[config.mk]
export PLATFORM = sky130hd
export DESIGN_NAME = usb_desc_cfg
export DESIGN_NICKNAME = d
export VERILOG_FILES = /design/src/usb_desc_cfg.v
export VERILOG_INCLUDE_DIRS = /design/src
export SDC_FILE = /design/constraint.sdc
export NUM_CORES = 1
export LEC_CHECK = 0
export BUFFER_PORTS_ARGS = -buffer_cell sky130_fd_sc_hd__buf_2
export CORE_ASPECT_RATIO = 1.4
export CORE_MARGIN = 8
export CORE_UTILIZATION = 53
export CTS_BUF_LIST = sky130_fd_sc_hd__clkbuf_8
export DETAILED_ROUTE_END_ITERATION = 16
export GPL_ROUTABILITY_DRIVEN = 0
export PLACE_DENSITY = 0.95
export SYNTH_ARGS = -nofsm -noshare
export SYNTH_HDL_FRONTEND = slang
export SYNTH_SLANG_ARGS = --single-unit
[constraint.sdc]
create_clock -name clk -period 3.94 [get_ports clk]
set_input_delay 0.394 -clock clk [delete_from_list [all_inputs] [get_ports clk]]
set_output_delay 0.394 -clock clk [all_outputs]
set_load 0.01 [all_outputs]
[src/usb_cfg_map.vh]
// Register offsets, field positions and reset values of the USB configuration slice.
`ifndef USB_CFG_MAP_VH
`define USB_CFG_MAP_VH
`define OFF_SOF_THRESHOLD      4'h0
`define OFF_DESC_BASE_LOW      4'h4
`define OFF_DESC_BASE_MID      4'h8
`define OFF_DESC_BASE_HIGH     4'hc
`define OFF_LINK_CONFIG_ONE    5'h10
`define ADDR_IDX_HI            4
`define ADDR_IDX_LO            2
`define REG_IDX_SOF            3'h0
`define REG_IDX_LOW            3'h1
`define REG_IDX_MID            3'h2
`define REG_IDX_HIGH           3'h3
`define REG_IDX_CFG            3'h4
`define RESET_BYTE             8'h00
`define LOW_FIELD_MASK         8'hfe
`define CFG_FIELD_MASK         8'hd9
`define BIT_EYE_TEST           7
`define BIT_OE_MONITOR         6
`define BIT_STOP_IN_IDLE       4
`define BIT_LOW_SPEED          3
`define BIT_AUTO_SUSPEND       0
`define BASE_ALIGN_ZEROS       9'h000
`define RESP_OKAY              2'h0
`define RESP_SLVERR            2'h2
`define UPPER_ZEROS            24'h000000
`define REG_IDX_NONE           3'h7
`define ADDR_ZERO              5'h00
`define WORD_ZERO              32'h00000000
`define LOW_FIELD_HI           7
`define LOW_FIELD_LO           1
`define SYNC_PINS              4
`define PIN_DRIVE              0
`define PIN_IDLE               1
`define PIN_SLEEP              2
`define PIN_SUSPEND            3
`endif

[src/usb_desc_cfg.v]
// USB descriptor-table base and first configuration registers behind an AXI4-Lite slave.
// ****************************************
// ****************************************
//
// The placing of the registers and register access over AXI4-Lite were left to the implementer.
`timescale 1ns/100ps
`default_nettype none
`include "usb_cfg_map.vh"

module usb_desc_cfg (
	input  wire        clk,
	input  wire        rst_n,
	input  wire [4:0]  s_axi_awaddr,
	input  wire        s_axi_awvalid,
	output wire        s_axi_awready,
	input  wire [31:0] s_axi_wdata,
	input  wire [3:0]  s_axi_wstrb,
	input  wire        s_axi_wvalid,
	output wire        s_axi_wready,
	output reg  [1:0]  s_axi_bresp,
	output reg         s_axi_bvalid,
	input  wire        s_axi_bready,
	input  wire [4:0]  s_axi_araddr,
	input  wire        s_axi_arvalid,
	output wire        s_axi_arready,
	output reg  [31:0] s_axi_rdata,
	output reg  [1:0]  s_axi_rresp,
	output reg         s_axi_rvalid,
	input  wire        s_axi_rready,
	input  wire        link_driving,
	input  wire        chip_idle,
	input  wire        chip_sleep,
	input  wire        manual_suspend,
	output reg  [31:0] table_base_address,
	output reg  [7:0]  sof_threshold_value,
	output reg         eye_pattern_test_active,
	output reg         output_enable_monitor,
	output reg         low_speed_device_mode,
	output reg         module_run,
	output reg         module_suspend
);

	// ****************************************
	// Register storage
	// ****************************************
	reg  [7:0]  sof_reg;
	reg  [7:0]  low_reg;
	reg  [7:0]  mid_reg;
	reg  [7:0]  high_reg;
	reg  [7:0]  cfg_reg;
	reg  [4:0]  aw_addr_reg;
	reg         aw_full_reg;
	reg  [7:0]  w_data_reg;
	reg         w_strb_reg;
	reg         w_full_reg;

	// Next values are formed combinationally and loaded at the following edge.
	reg  [7:0]  sof_next;
	reg  [7:0]  low_next;
	reg  [7:0]  mid_next;
	reg  [7:0]  high_next;
	reg  [7:0]  cfg_next;
	reg  [31:0] rdata_next;
	reg  [1:0]  rresp_next;
	reg  [31:0] table_base_next;
	reg         eye_next;
	reg         oe_monitor_next;
	reg         low_speed_next;
	reg         run_next;
	reg         suspend_next;
	wire [3:0]  pin_async;
	wire [3:0]  pin_sync;
	wire        suspend_cause;
	wire        idle_stop;
	genvar      pin_i;

	wire        do_write;
	wire [2:0]  wr_idx;
	wire [2:0]  rd_idx;

	// Decodes a byte address into a register index, or an invalid marker.
	function [2:0] reg_index;
		input [4:0] addr;
		begin
			case (addr)
				{1'b0, `OFF_SOF_THRESHOLD}:  reg_index = `REG_IDX_SOF;
				{1'b0, `OFF_DESC_BASE_LOW}:  reg_index = `REG_IDX_LOW;
				{1'b0, `OFF_DESC_BASE_MID}:  reg_index = `REG_IDX_MID;
				{1'b0, `OFF_DESC_BASE_HIGH}: reg_index = `REG_IDX_HIGH;
				`OFF_LINK_CONFIG_ONE:        reg_index = `REG_IDX_CFG;
				default:                     reg_index = `REG_IDX_NONE;
			endcase
		end
	endfunction

	// Write address and data are taken independently; a held one blocks only its own channel.
	assign s_axi_awready = !aw_full_reg && !s_axi_bvalid;
	assign s_axi_wready  = !w_full_reg && !s_axi_bvalid;
	assign s_axi_arready = !s_axi_rvalid;
	assign do_write      = aw_full_reg && w_full_reg;
	assign wr_idx        = reg_index(aw_addr_reg);
	assign rd_idx        = reg_index(s_axi_araddr);
	assign pin_async     = {manual_suspend, chip_sleep, chip_idle, link_driving};

	// ****************************************
	// Write channel
	// ****************************************
	always @(posedge clk or negedge rst_n) begin
		if (!rst_n) begin
			aw_addr_reg  <= `ADDR_ZERO;
			aw_full_reg  <= 1'b0;
			w_data_reg   <= `RESET_BYTE;
			w_strb_reg   <= 1'b0;
			w_full_reg   <= 1'b0;
			s_axi_bvalid <= 1'b0;
			s_axi_bresp  <= `RESP_OKAY;
			sof_reg      <= `RESET_BYTE;
			low_reg      <= `RESET_BYTE;
			mid_reg      <= `RESET_BYTE;
			high_reg     <= `RESET_BYTE;
			cfg_reg      <= `RESET_BYTE;
		end else begin
			// Registers load every edge; the next value holds them when nothing is written.
			sof_reg  <= sof_next;
			low_reg  <= low_next;
			mid_reg  <= mid_next;
			high_reg <= high_next;
			cfg_reg  <= cfg_next;
			if (s_axi_awvalid && s_axi_awready) begin
				aw_addr_reg <= s_axi_awaddr;
				aw_full_reg <= 1'b1;
			end
			if (s_axi_wvalid && s_axi_wready) begin
				w_data_reg <= s_axi_wdata[7:0];
				w_strb_reg <= s_axi_wstrb[0];
				w_full_reg <= 1'b1;
			end
			if (do_write) begin
				aw_full_reg  <= 1'b0;
				w_full_reg   <= 1'b0;
				s_axi_bvalid <= 1'b1;
				s_axi_bresp  <= (wr_idx == `REG_IDX_NONE) ? `RESP_SLVERR : `RESP_OKAY;
			end else if (s_axi_bvalid && s_axi_bready) begin
				s_axi_bvalid <= 1'b0;
			end
		end
	end

	// ****************************************
	// Register next values
	// ****************************************
	// Only byte lane 0 carries implemented bits; a write without it stores nothing.
	always @* begin
		sof_next  = sof_reg;
		low_next  = low_reg;
		mid_next  = mid_reg;
		high_next = high_reg;
		cfg_next  = cfg_reg;
		if (do_write && w_strb_reg) begin
			case (wr_idx)
				`REG_IDX_SOF: begin
					sof_next = w_data_reg;
				end
				`REG_IDX_LOW: begin
					low_next = w_data_reg & `LOW_FIELD_MASK;
				end
				`REG_IDX_MID: begin
					mid_next = w_data_reg;
				end
				`REG_IDX_HIGH: begin
					high_next = w_data_reg;
				end
				`REG_IDX_CFG: begin
					cfg_next = w_data_reg & `CFG_FIELD_MASK;
				end
				default: begin
					// Unmapped offsets store nothing.
					cfg_next = cfg_reg;
				end
			endcase
		end
	end

	// ****************************************
	// Read channel
	// ****************************************
	always @* begin
		rdata_next = `WORD_ZERO;
		rresp_next = `RESP_OKAY;
		case (rd_idx)
			`REG_IDX_SOF: begin
				rdata_next = {`UPPER_ZEROS, sof_reg};
			end
			`REG_IDX_LOW: begin
				rdata_next = {`UPPER_ZEROS, low_reg};
			end
			`REG_IDX_MID: begin
				rdata_next = {`UPPER_ZEROS, mid_reg};
			end
			`REG_IDX_HIGH: begin
				rdata_next = {`UPPER_ZEROS, high_reg};
			end
			`REG_IDX_CFG: begin
				rdata_next = {`UPPER_ZEROS, cfg_reg};
			end
			default: begin
				// Unmapped offsets answer with an error and read as zero.
				rresp_next = `RESP_SLVERR;
			end
		endcase
	end

	always @(posedge clk or negedge rst_n) begin
		if (!rst_n) begin
			s_axi_rvalid <= 1'b0;
			s_axi_rdata  <= `WORD_ZERO;
			s_axi_rresp  <= `RESP_OKAY;
		end else if (s_axi_arvalid && s_axi_arready) begin
			s_axi_rvalid <= 1'b1;
			s_axi_rresp  <= rresp_next;
			s_axi_rdata  <= rdata_next;
		end else if (s_axi_rvalid && s_axi_rready) begin
			s_axi_rvalid <= 1'b0;
		end
	end

	// ****************************************
	// Pin synchronisers
	// ****************************************
	// Only the second flop feeds logic, so a metastable first stage never reaches a decode.
	generate
		for (pin_i = 0; pin_i < `SYNC_PINS; pin_i = pin_i + 1) begin : g_sync
			reg first_reg;
			reg second_reg;
			always @(posedge clk or negedge rst_n) begin
				if (!rst_n) begin
					first_reg  <= 1'b0;
					second_reg <= 1'b0;
				end else begin
					first_reg  <= pin_async[pin_i];
					second_reg <= first_reg;
				end
			end
			assign pin_sync[pin_i] = second_reg;
		end
	endgenerate

	// ****************************************
	// Control outputs
	// ****************************************
	// Suspend also stops the module: it gates the 48 MHz clock downstream.
	assign suspend_cause = pin_sync[`PIN_SUSPEND] |
		(cfg_reg[`BIT_AUTO_SUSPEND] & pin_sync[`PIN_SLEEP]);
	assign idle_stop     = cfg_reg[`BIT_STOP_IN_IDLE] & pin_sync[`PIN_IDLE];

	always @* begin
		table_base_next = {high_reg, mid_reg, low_reg[`LOW_FIELD_HI:`LOW_FIELD_LO],
			`BASE_ALIGN_ZEROS};
		eye_next        = cfg_reg[`BIT_EYE_TEST];
		oe_monitor_next = cfg_reg[`BIT_OE_MONITOR] & pin_sync[`PIN_DRIVE];
		low_speed_next  = cfg_reg[`BIT_LOW_SPEED];
		suspend_next    = suspend_cause;
		run_next        = !idle_stop && !suspend_cause;
	end

	// Outputs are registered, so each lags its register or synchronised pin by one clock (a raw pin by three); no glitches reach the PHY.
	always @(posedge clk or negedge rst_n) begin
		if (!rst_n) begin
			table_base_address      <= `WORD_ZERO;
			sof_threshold_value     <= `RESET_BYTE;
			eye_pattern_test_active <= 1'b0;
			output_enable_monitor   <= 1'b0;
			low_speed_device_mode   <= 1'b0;
			module_run              <= 1'b0;
			module_suspend          <= 1'b0;
		end else begin
			table_base_address      <= table_base_next;
			sof_threshold_value     <= sof_reg;
			eye_pattern_test_active <= eye_next;
			output_enable_monitor   <= oe_monitor_next;
			low_speed_device_mode   <= low_speed_next;
			module_run              <= run_next;
			module_suspend          <= suspend_next;
		end
	end

endmodule // usb_desc_cfg
`default_nettype wire

==> metrics, run 1 <==
first drt pass iteration count=4; GR peak layer=met2; Yosys cell types=35; clock latency on the worst-skew pair=0.36 ns; Placeable Area=7750 um2; Yosys top cell area share=0.6429; TritonCTS clock tree=yes; Worst Clk Skew=0.005309 ns; synthesized area per cell=14.91 um2; Final Cycle Share=0.4629; max FFs per register=23; Place WS=2.121 ns; status=finished clean; all-layer global routing usage=0.1563; GR met2 Demand/Resource=0.2702; Mapped Cells=282; CTS buffer count=9; FMAX=548.2 MHz; vias per cell=5.092; Hold Vio Cnt, Final=0; CTS Buffer Depth=2; most area-consuming cells after synthesis=dfrtp_1 (64%), mux2_2 (14%), buf_4 (6.4%), and3b_1 (1.9%), mux4_2 (1.6%); Yosys warning count=0; Worst Tran Pin Value=0.8368 ns; GR Util met1=0.1669; final setup violation count=0; CTS root buffer=clkbuf_8; area added between synthesis and finish=12.44%; #FFs+latches synth=108; Chip Height=121.4 um; Lkg Pwr=0.002603 uW; number of synthesized flops with an enable pin=0; Switch Pwr=1015 uW; GRT overflow=0; DRT antenna net count=0; Hold Buf Count CTS=0; clock group share of total power=0.175; Comb pwr share=0.256; Clock transition at path regs=0.09 ns; Critical Path Start Type=flip-flop; fin nets=421; WP data arrival=2.07 ns; share of layout cells above drive strength 1=0.4228; initial antenna violation count=0; cell area power density=685.0 nW/um2; largest net degree at the start of global routing=71; total number of vias=2,388; post-detail-place hpwl=6193 um; worst min-delay path category=input port to asynchronous set/reset pin; I/O pins=143; fin worst setup slack=2.116 ns; sequential area share after synthesis=0.6429; die area=11,080 um2; H-tree depth=3; Worst Setup Path Type=flip-flop to flip-flop; Sw Share=0.3136; Inserted Diodes=0; # rows=38; required time worst endpoint=4.19 ns; Crit. End Element=flip-flop; Routed WL per cell=17.83 um; met3 usage=0.03777; register share of total power=0.569; number of remaining DRC errors=0; ys async rst share=1.000; Syn Std Cell Area=4204 um2; Synth Flop Type=dfrtp_1; Critical Path Start=aw_addr_reg[0]$_DFFE_PN0P_; Pint=2222 uW; relative slew slack=0.4421; VDD IR max=0.0003976 V; Worst R2R Setup Slack=2.12 ns; Chip Width=91.27 um; initial core utilization=0.5425; Most flops, register=table_base_address; min cycle time layout=1.824 ns; CTS sink count=108; postcts setup bufs=0; number of global-route vias before repair=2,570; post_cts resized=0; IO Port Bufs=80; Pins Over Slew Limit=0; crit path max fanout=8; Worst R2R Start=aw_addr_reg[0]$_DFFE_PN0P_; Routed Wire Length=8362 um; MaxCap Viol Count=0; first-pass GRT wire length=13,420 um; Yosys top cell by area=dfrtp_1; RSZ-0062 raised after global routing=false; initial DRC count=72; setup_tns=0 ns
==> Yosys cell counts, types with 3 or more instances <==
master      n
dfrtp_1   108
mux2_2     54
buf_4      36
and3b_1     9
nand3_1     8
nor2_1      6
o211ai_1    5
a32oi_1     4
clkbuf_1    4
inv_1       4
o21ai_0     4
a21o_1      3
a21oi_1     3
a22o_1      3
and2_1      3
buf_2       3
mux4_2      3
==> per-layer routing <==
metal | part of all wire | vias up
met5 | 0 | -
met4 | 0.032 | 0
met3 | 0.068 | 17
met2 | 0.52 | 94
met1 | 0.38 | 1192
li1 | - | 1085
==> cell families after synthesis <==
| kind of cell | after synthesis | share of synthesized area |
|---|---|---|
| multiplexers | 58 | 0.1631 |
| other | 1 | 0.0008920 |
| buffers and inverters | 49 | 0.07738 |
| AO/OA/AOI/OAI | 25 | 0.04316 |
| flip-flops | 108 | 0.6429 |
| AND/OR/NAND/NOR | 41 | 0.07262 |
==> critical path: stages (launching register included) <==
cell	delay [ns]
dfrtp_1	0.40
and4bb_4	0.38
and4_1	0.54
mux2_2	0.40
==> final timing paths <==
kind                                                   to  cells after the start
min in group clk            g_sync[1].first_reg$_DFF_PN0_                      1
hold / removal                  w_data_reg[1]$_DFFE_PN0P_                      1
hold reg to reg            g_sync[2].second_reg$_DFF_PN0_                      0
setup / recovery                  high_reg[2]$_DFFE_PN0P_                      3
max in group asynchronous          mid_reg[7]$_DFFE_PN0P_                      2
setup reg to reg                  high_reg[2]$_DFFE_PN0P_                      3
==> placed cells by master, fill, tap and decap left out, drive strengths merged, types with 2 or more instances in the layout <==
cell,count
dfrtp,108
buf,82
mux2,54
conb,35
clkbuf,10
and3b,9
inv,8
nand3,8
nor2,6
o211ai,5
a32oi,4
o21ai,4
a21o,3
and2,3
a21oi,3
mux4,3
a22o,3
nand2b,2
nor2b,2
nand4b,2
clkinv,2
nand4,2
==> metrics by stage <==
step,hold WS [ns],total power [uW],area [um2],util,instances
after global routing,0.1207,3440,4727,0.6099,469
after CTS,0.1176,3279,4727,0.6099,469
after global placement,0.3327,2631,4564,0.5890,453
after detailed placement,0.3355,2715,4564,0.5890,453
final,0.1292,3238,4727,0.6099,469
after floorplan,0.09841,2336,4332,-,316
==> layout make-up <==
cell class | instances | area [um2]
clock buffer | 10 | 137.6
sequential | 108 | 2703
clock inverter | 6 | 25.02
timing repair buffer | 82 | 417.9
multi-input combinational | 159 | 1304
tap | 100 | 125.1
fill | 621 | 3023
inverter | 4 | 15.01
==> power by group through the flow <==
| stage | Sequential [uW] | Clock, uW | Combinational, uW |
|---|---|---|---|
| global placement | 1820 | 0 | 809 |
| CTS | 1840 | 585 | 850 |
| global route | 1910 | 627 | 906 |
| finish | 1840 | 567 | 830 |
| floorplan | 1860 | 0 | 472 |
| detailed placement | 1870 | 0 | 847 |
No activity file was read; power rests on OpenSTA's default activity.
==> run 2, diff against run 1 <==
--- a/config.mk
+++ b/config.mk
@@ -6,14 +6,15 @@
 export SDC_FILE = /design/constraint.sdc
 export NUM_CORES = 1
 export LEC_CHECK = 0
+export ABC_AREA = 1
 export BUFFER_PORTS_ARGS = -buffer_cell sky130_fd_sc_hd__buf_2
 export CORE_ASPECT_RATIO = 1.4
 export CORE_MARGIN = 8
-export CORE_UTILIZATION = 53
+export CORE_UTILIZATION = 52
 export CTS_BUF_LIST = sky130_fd_sc_hd__clkbuf_8
 export DETAILED_ROUTE_END_ITERATION = 16
 export GPL_ROUTABILITY_DRIVEN = 0
-export PLACE_DENSITY = 0.95
+export PLACE_DENSITY = 0.94
 export SYNTH_ARGS = -nofsm -noshare
 export SYNTH_HDL_FRONTEND = slang
 export SYNTH_SLANG_ARGS = --single-unit
==> constraint.sdc (replaced) <==
create_clock -name clk -period 1.9 [get_ports clk]
set_input_delay 0.19 -clock clk [delete_from_list [all_inputs] [get_ports clk]]
set_output_delay 0.19 -clock clk [all_outputs]
set_load 0.01 [all_outputs]
==> metrics, run 2 <==
DR top layer=met4; WL met2=4610 um (+5.9%); Inserted Diodes=0 (unchanged); WP data arrival=1.73 ns (-0.34 ns); worst min-delay path category=input port to flip-flop; FMAX=672.8 MHz (+23%); initial core utilization=0.5270 (-0.01541); clock latency on the worst-skew pair=0.36 ns (about the same); FF-to-FF path depth=6 (+3); Chip Height=122.6 um (+0.97%); IO Port Bufs=80 (unchanged); first-pass GRT wire length=14,230 um (+6.0%); Worst R2R End=low_reg[3]$_DFFE_PN0P_; post-detail-place hpwl=6674 um (+7.8%); share of layout cells above drive strength 1=0.2573 (-0.1654); DRT antenna net count=0 (unchanged); Met1 Routed Length=3443 um (+8.4%); commonest cells after routing, fill and taps aside=dfrtp_1 (108), buf_2 (79), nand2_1 (65), o21ai_1 (36), conb_1 (35); Worst Setup Path Type=flip-flop to flip-flop; commonest non-fill, non-tap cell in the layout=dfrtp_1; setup_tns=0 ns (unchanged); Clock transition at path regs=0.09 ns (about the same); vias per cell=5.107 (+0.30%); total number of vias=2,962 (+24%); slowest cell on the critical path=dfrtp_1; Worst Hold Path Cells=2; all-layer global routing usage=0.1593 (+0.003004); area added between synthesis and finish=14.03%; most used cell along the critical path=nand2_1; synthesized area per cell=10.90 um2 (-27%); Yosys warning count=0 (unchanged); Pins Over Slew Limit=0 (unchanged); worst-path cell chain=nor2_2, nand2_1, nor2_8, nand3_2, nand2_1, o21ai_2; min cycle time layout=1.486 ns (-0.3376 ns); largest net degree at the start of global routing=40 (-44%); Mapped Cells=387 (+37%); required time worst endpoint=2.14 ns (-2.05 ns); Hold Vio Cnt, Final=0 (unchanged); MaxCap Viol Count=0 (unchanged); most area-consuming cells after synthesis=dfrtp_1 (64%), buf_4 (6.2%), nand2_1 (5.8%), o21ai_1 (4.3%), nand4_1 (4.2%); Worst Clk Skew=0.01008 ns (+0.004770 ns); initial antenna violation count=0 (unchanged); Yosys cell types=28 (-20%); sequential area share after synthesis=0.6408 (-0.002098); fin worst setup slack=0.4136 ns (-1.702 ns); Most flops, register=table_base_address; Yosys top cell by area=dfrtp_1; CTS root buffer=clkbuf_8; # rows=39 (+2.6%); status=finished clean; number of global-route vias before repair=3,018 (+17%); Final Cycle Share=0.7823 (+0.3194); CTS sink count=108 (unchanged); relative slew slack=0.6517 (+0.2095); Commonest cells post-synth=dfrtp_1 (108), nand2_1 (65), o21ai_1 (36), buf_4 (35), nand4_1 (28); ys async rst share=1.000 (unchanged); Synth Flop Type=dfrtp_1; Routed WL per cell=15.30 um (-14%); RSZ-0062 raised after global routing=false; fin nets=531 (+26%); CTS Buffer Depth=2 (unchanged); WL met3=674 um (+19%); Critical Path Start Type=flip-flop; Worst R2R Setup Slack=0.41 ns (-1.70 ns); final setup violation count=0 (unchanged); Worst Tran Pin Value=0.5225 ns (-0.3143 ns); number of synthesized flops with an enable pin=0 (unchanged); Total Power=5787 uW (+79%); Syn Std Cell Area=4218 um2 (+0.33%); initial DRC count=176 (+140%); Lkg Pwr=0.002627 uW (+0.94%); Crit. End Element=flip-flop; CP max stage delay=0.39 ns (-0.15 ns); I/O pins=143 (unchanged); max FFs per register=23 (unchanged); number of remaining DRC errors=0 (unchanged); HP Start=s_axi_rready; VDD IR max=0.0006552 V (+65%); die area=11,290 um2 (+1.9%); Routed Wire Length=8872 um (+6.1%); H-tree depth=3 (unchanged); Hold Path Sink=s_axi_rvalid$_DFFE_PN0P_; crit path max fanout=14 (+6); cell area power density=1203 nW/um2 (+76%); TritonCTS clock tree=yes; Worst R2R Start=aw_addr_reg[1]$_DFFE_PN0P_; Placeable Area=8003 um2 (+3.3%); CTS buffer count=9 (unchanged); Place WS=0.4094 ns (-1.712 ns); first drt pass iteration count=4 (unchanged); Chip Width=92.12 um (+0.93%); most instantiated library cell after synthesis=dfrtp_1; GRT overflow=0 (unchanged); post_cts resized=0 (unchanged); Yosys top cell area share=0.6408 (-0.002098); #FFs+latches synth=108 (unchanged); Core Util, Final=0.6010 (-0.008944)
## run 2: changes by cell type in the layout (fill, tap and decap cells not counted), moves of 4 or more
cell | before | now
o21ai_2 | 0 | 7
o21ai_1 | 0 | 36
a21oi_1 | 3 | 16
mux2_2 | 54 | 4
inv_1 | 8 | 26
a32oi_1 | 4 | 0
dlygate4sd3_1 | 0 | 6
o211ai_1 | 5 | 0
inv_2 | 0 | 4
nand4_1 | 1 | 28
nor2_1 | 6 | 19
nand2_1 | 1 | 65
and3b_1 | 9 | 0
## run 2: how the worst max path moves through the flow
stage               cells past startpoint                      to                        from  slack (ns)
detailed placement                      6  low_reg[1]$_DFFE_PN0P_  aw_addr_reg[1]$_DFFE_PN0P_        0.41
floorplan                               7  low_reg[4]$_DFFE_PN0P_  aw_addr_reg[1]$_DFFE_PN0P_        0.61
finish                                  6  low_reg[3]$_DFFE_PN0P_  aw_addr_reg[1]$_DFFE_PN0P_        0.41
global placement                        6  low_reg[7]$_DFFE_PN0P_  aw_addr_reg[1]$_DFFE_PN0P_        0.45
global route                            7  low_reg[4]$_DFFE_PN0P_     aw_full_reg$_DFFE_PN0P_        0.31
CTS                                     6  low_reg[3]$_DFFE_PN0P_  aw_addr_reg[1]$_DFFE_PN0P_        0.39
## run 2: per-layer routing
| layer | vias up | track usage |
|---|---|---|
| met1 | 1428 | 0.1764 |
| met3 | 12 | 0.05692 |
| met5 | - | 0 |
| met4 | 0 | 0.08898 |
| li1 | 1387 | - |
| met2 | 135 | 0.2623 |
## run 2: layout make-up
| class | instances | area, um2 |
|---|---|---|
| fillers | 658 | 3193 |
| well taps | 102 | 127.6 |
| clock inverters | 6 | 26.28 |
| clock buffers | 9 | 123.9 |
| inverters | 27 | 101.3 |
| multi-input cells | 238 | 1210 |
| repair buffers | 90 | 518.0 |
| flip-flops and latches | 108 | 2703 |
## run 2: worst max-delay path, delay by kind of cell (launching register included)
kind            cells  cell delay, ns
simple gates        5            0.91
compound gates      1            0.06
flops               1            0.39
## run 2: cell families (layout without fill, tap and decap cells)
kind of cell / Yosys count / after routing / synth area share
and+or+nand+nor: 131 / 131 / 0.1546
DFF: 108 / 108 / 0.6408
buffers and inverters: 75 / 132 / 0.1032
AOI/OAI and AO/OA: 68 / 68 / 0.08989
muxes: 4 / 4 / 0.01068
other: 1 / 35 / 0.0008891
## run 2: repair_timing
action                    in CTS  in global routing
hold endpoints to repair      42                  0
hold buffers                   6                  0
buffers inserted               0                  0
## run 2: per-stage QoR
step                std cells  instance area [um2]  hold slack, ns
global route              580                 4810         0.02501
CTS                       580                 4810         0.03468
detailed placement        559                 4599          0.1997
global placement          559                 4599          0.1887
finish                    580                 4810         0.02738
floorplan                 421                 4345         -0.1056
## run 2: report_power, final
| part | switching [uW] | internal (uW) | leakage [uW] |
|---|---|---|---|
| Sequential | 372 | 2890 | 0.00142 |
| Combinational | 888 | 504 | 0.00112 |
| Clock | 681 | 449 | 0.0000924 |
==> run 3, diff against run 2 <==
==> constraint.sdc (replaced) <==
create_clock -name clk -period 1.4 [get_ports clk]
set_input_delay 0.14 -clock clk [delete_from_list [all_inputs] [get_ports clk]]
set_output_delay 0.14 -clock clk [all_outputs]
set_load 0.01 [all_outputs]
==> metrics, run 3 (synthesized netlist as in run 2, its figures left out) <==
Pins Over Slew Limit=0 (unchanged); fin nets=542 (+2.1%); Worst Hold Path Cells=3 (+1); H-tree depth=3 (unchanged); final setup violation count=0 (unchanged); FF-to-FF path depth=7 (+1); largest net degree at the start of global routing=51 (+28%); cell area power density=1646 nW/um2 (+37%); TritonCTS clock tree=yes; Routed Wire Length=8894 um (+0.25%); number of global-route vias before repair=3,046 (+0.93%); required time worst endpoint=1.66 ns (-0.48 ns); die area=11,290 um2 (unchanged); CTS buffer count=9 (unchanged); MaxCap Viol Count=0 (unchanged); Layout Cells excl Fill=592 (+2.1%); status=finished clean; all-layer global routing usage=0.1604 (+0.001140); VDD IR max=0.0009591 V (+46%); DP Cell Count=563 (+0.72%); setup_tns=0 ns (unchanged); Most flops, register=table_base_address; Placeable Area=8003 um2 (unchanged); Fin Hold WS=0.01265 ns (-0.01473 ns); area added between synthesis and finish=17.89%; first-pass GRT wire length=14,360 um (+0.92%); total number of vias=3,038 (+2.6%); IO Port Bufs=80 (unchanged); CTS sink count=108 (unchanged); initial antenna violation count=0 (unchanged); number of remaining DRC errors=0 (unchanged); Worst Clk Skew=0.01293 ns (+0.002850 ns); first drt pass iteration count=5 (+1); Crit. End Element=flip-flop; initial DRC count=232 (+32%); Core Util, Final=0.6213 (+0.02033); CTS Buffer Depth=2 (unchanged); Critical Path Start Type=flip-flop; Inserted Diodes=0 (unchanged); Final Cycle Share=0.9743 (+0.1920); max FFs per register=23 (unchanged); Lkg Pwr=0.002728 uW (+3.8%); crit path max fanout=14 (unchanged); CTS root buffer=clkbuf_8; Clock transition at path regs=0.09 ns (about the same); I/O pins=143 (unchanged); # rows=39 (unchanged); FMAX=733.1 MHz (+9.0%); DRT antenna net count=0 (unchanged); commonest non-fill, non-tap cell in the layout=dfrtp_1; clock latency on the worst-skew pair=0.38 ns (+0.02 ns); Chip Width=92.12 um (unchanged); share of layout cells above drive strength 1=0.2653 (+0.007984); Chip Height=122.6 um (unchanged); RSZ-0062 raised after global routing=true; WP data arrival=1.62 ns (-0.11 ns); min cycle time layout=1.364 ns (-0.1223 ns); worst min-delay path category=input port to flip-flop; initial core utilization=0.5270 (unchanged); GRT overflow=0 (unchanged); Fill cells=641 (-2.6%); commonest cells after routing, fill and taps aside=dfrtp_1 (108), buf_2 (79), nand2_1 (63), o21ai_1 (36), conb_1 (35); post-detail-place hpwl=6683 um (+0.13%); Hold Vio Cnt, Final=0 (unchanged); Routed WL per cell=15.02 um (-1.8%); Worst Setup Path Type=flip-flop to flip-flop; vias per cell=5.132 (+0.49%)
## run 3: cell count changes in the layout (fill, tap and decap cells not counted), sizes merged
cell and delta:
clkinv -2, inv +2, bufinv +1, buf +6, dlygate4sd3 +5
## run 3: layer usage
| metal | global-route usage | part of all wire | vias to the layer above |
|---|---|---|---|
| met3 | 0.06120 | 0.078 | 32 |
| met5 | 0 | 0 | - |
| met4 | 0.08392 | 0.035 | 0 |
| met1 | 0.1711 | 0.37 | 1454 |
| met2 | 0.2713 | 0.51 | 149 |
| li1 | - | - | 1403 |
## run 3: power by group
part	leakage [uW]	switching, uW	internal, uW
registers	0.00142	501	3930
logic	0.00120	1270	756
clock network	0.000109	939	793
total	0.00273	2710	5480
## run 3: repair_timing
action,4_1_cts,5_1_grt
setup buffers,0,2
endpoints found under the setup margin,1,35
hold buffers,11,0
pin swaps,0,1
endpoints found under the hold margin,118,0
gates resized for setup,0,4
## run 3: final cells by class
class | instances | area, um2 | area share
sequential | 108 | 2703 | 0.5435
multi-input combinational | 238 | 1225 | 0.2464
timing repair buffer | 101 | 638.1 | 0.1283
tap | 102 | 127.6 | 0.02567
clock buffer | 9 | 123.9 | 0.02491
inverter | 27 | 101.3 | 0.02038
clock inverter | 7 | 53.80 | 0.01082
## run 3: final timing paths
kind	endpoint	slack (ns)	from
worst min register to register	g_sync[0].second_reg$_DFF_PN0_	0.35	g_sync[0].first_reg$_DFF_PN0_
worst min-delay path	aw_addr_reg[3]$_DFFE_PN0P_	0.01	s_axi_awaddr[3]
min in group asynchronous	sof_threshold_value[7]$_DFF_PN0_	0.17	rst_n
max in group asynchronous	g_sync[1].second_reg$_DFF_PN0_	0.71	rst_n
worst max-delay path	low_reg[6]$_DFFE_PN0P_	0.04	aw_addr_reg[1]$_DFFE_PN0P_
worst max register to register	low_reg[6]$_DFFE_PN0P_	0.04	aw_addr_reg[1]$_DFFE_PN0P_
## run 3: worst max-delay path: stages (launching register included)
cell and delay, ns:
dfrtp_1 0.39, nor2_2 0.15, nand2_2 0.11, nor2_8 0.18, nand3_2 0.12, buf_12 0.17, nand2_1 0.08, o21ai_2 0.06
## run 3: through the flow
step	setup slack (ns)	area, um2	total power [uW]
floorplan	0.1136	4345	5610
global placement	0.07003	4642	6291
CTS	-0.01092	4930	8188
detailed placement	0.003170	4642	6448
finish	0.03597	4972	8182
global route	-0.05240	4972	8666
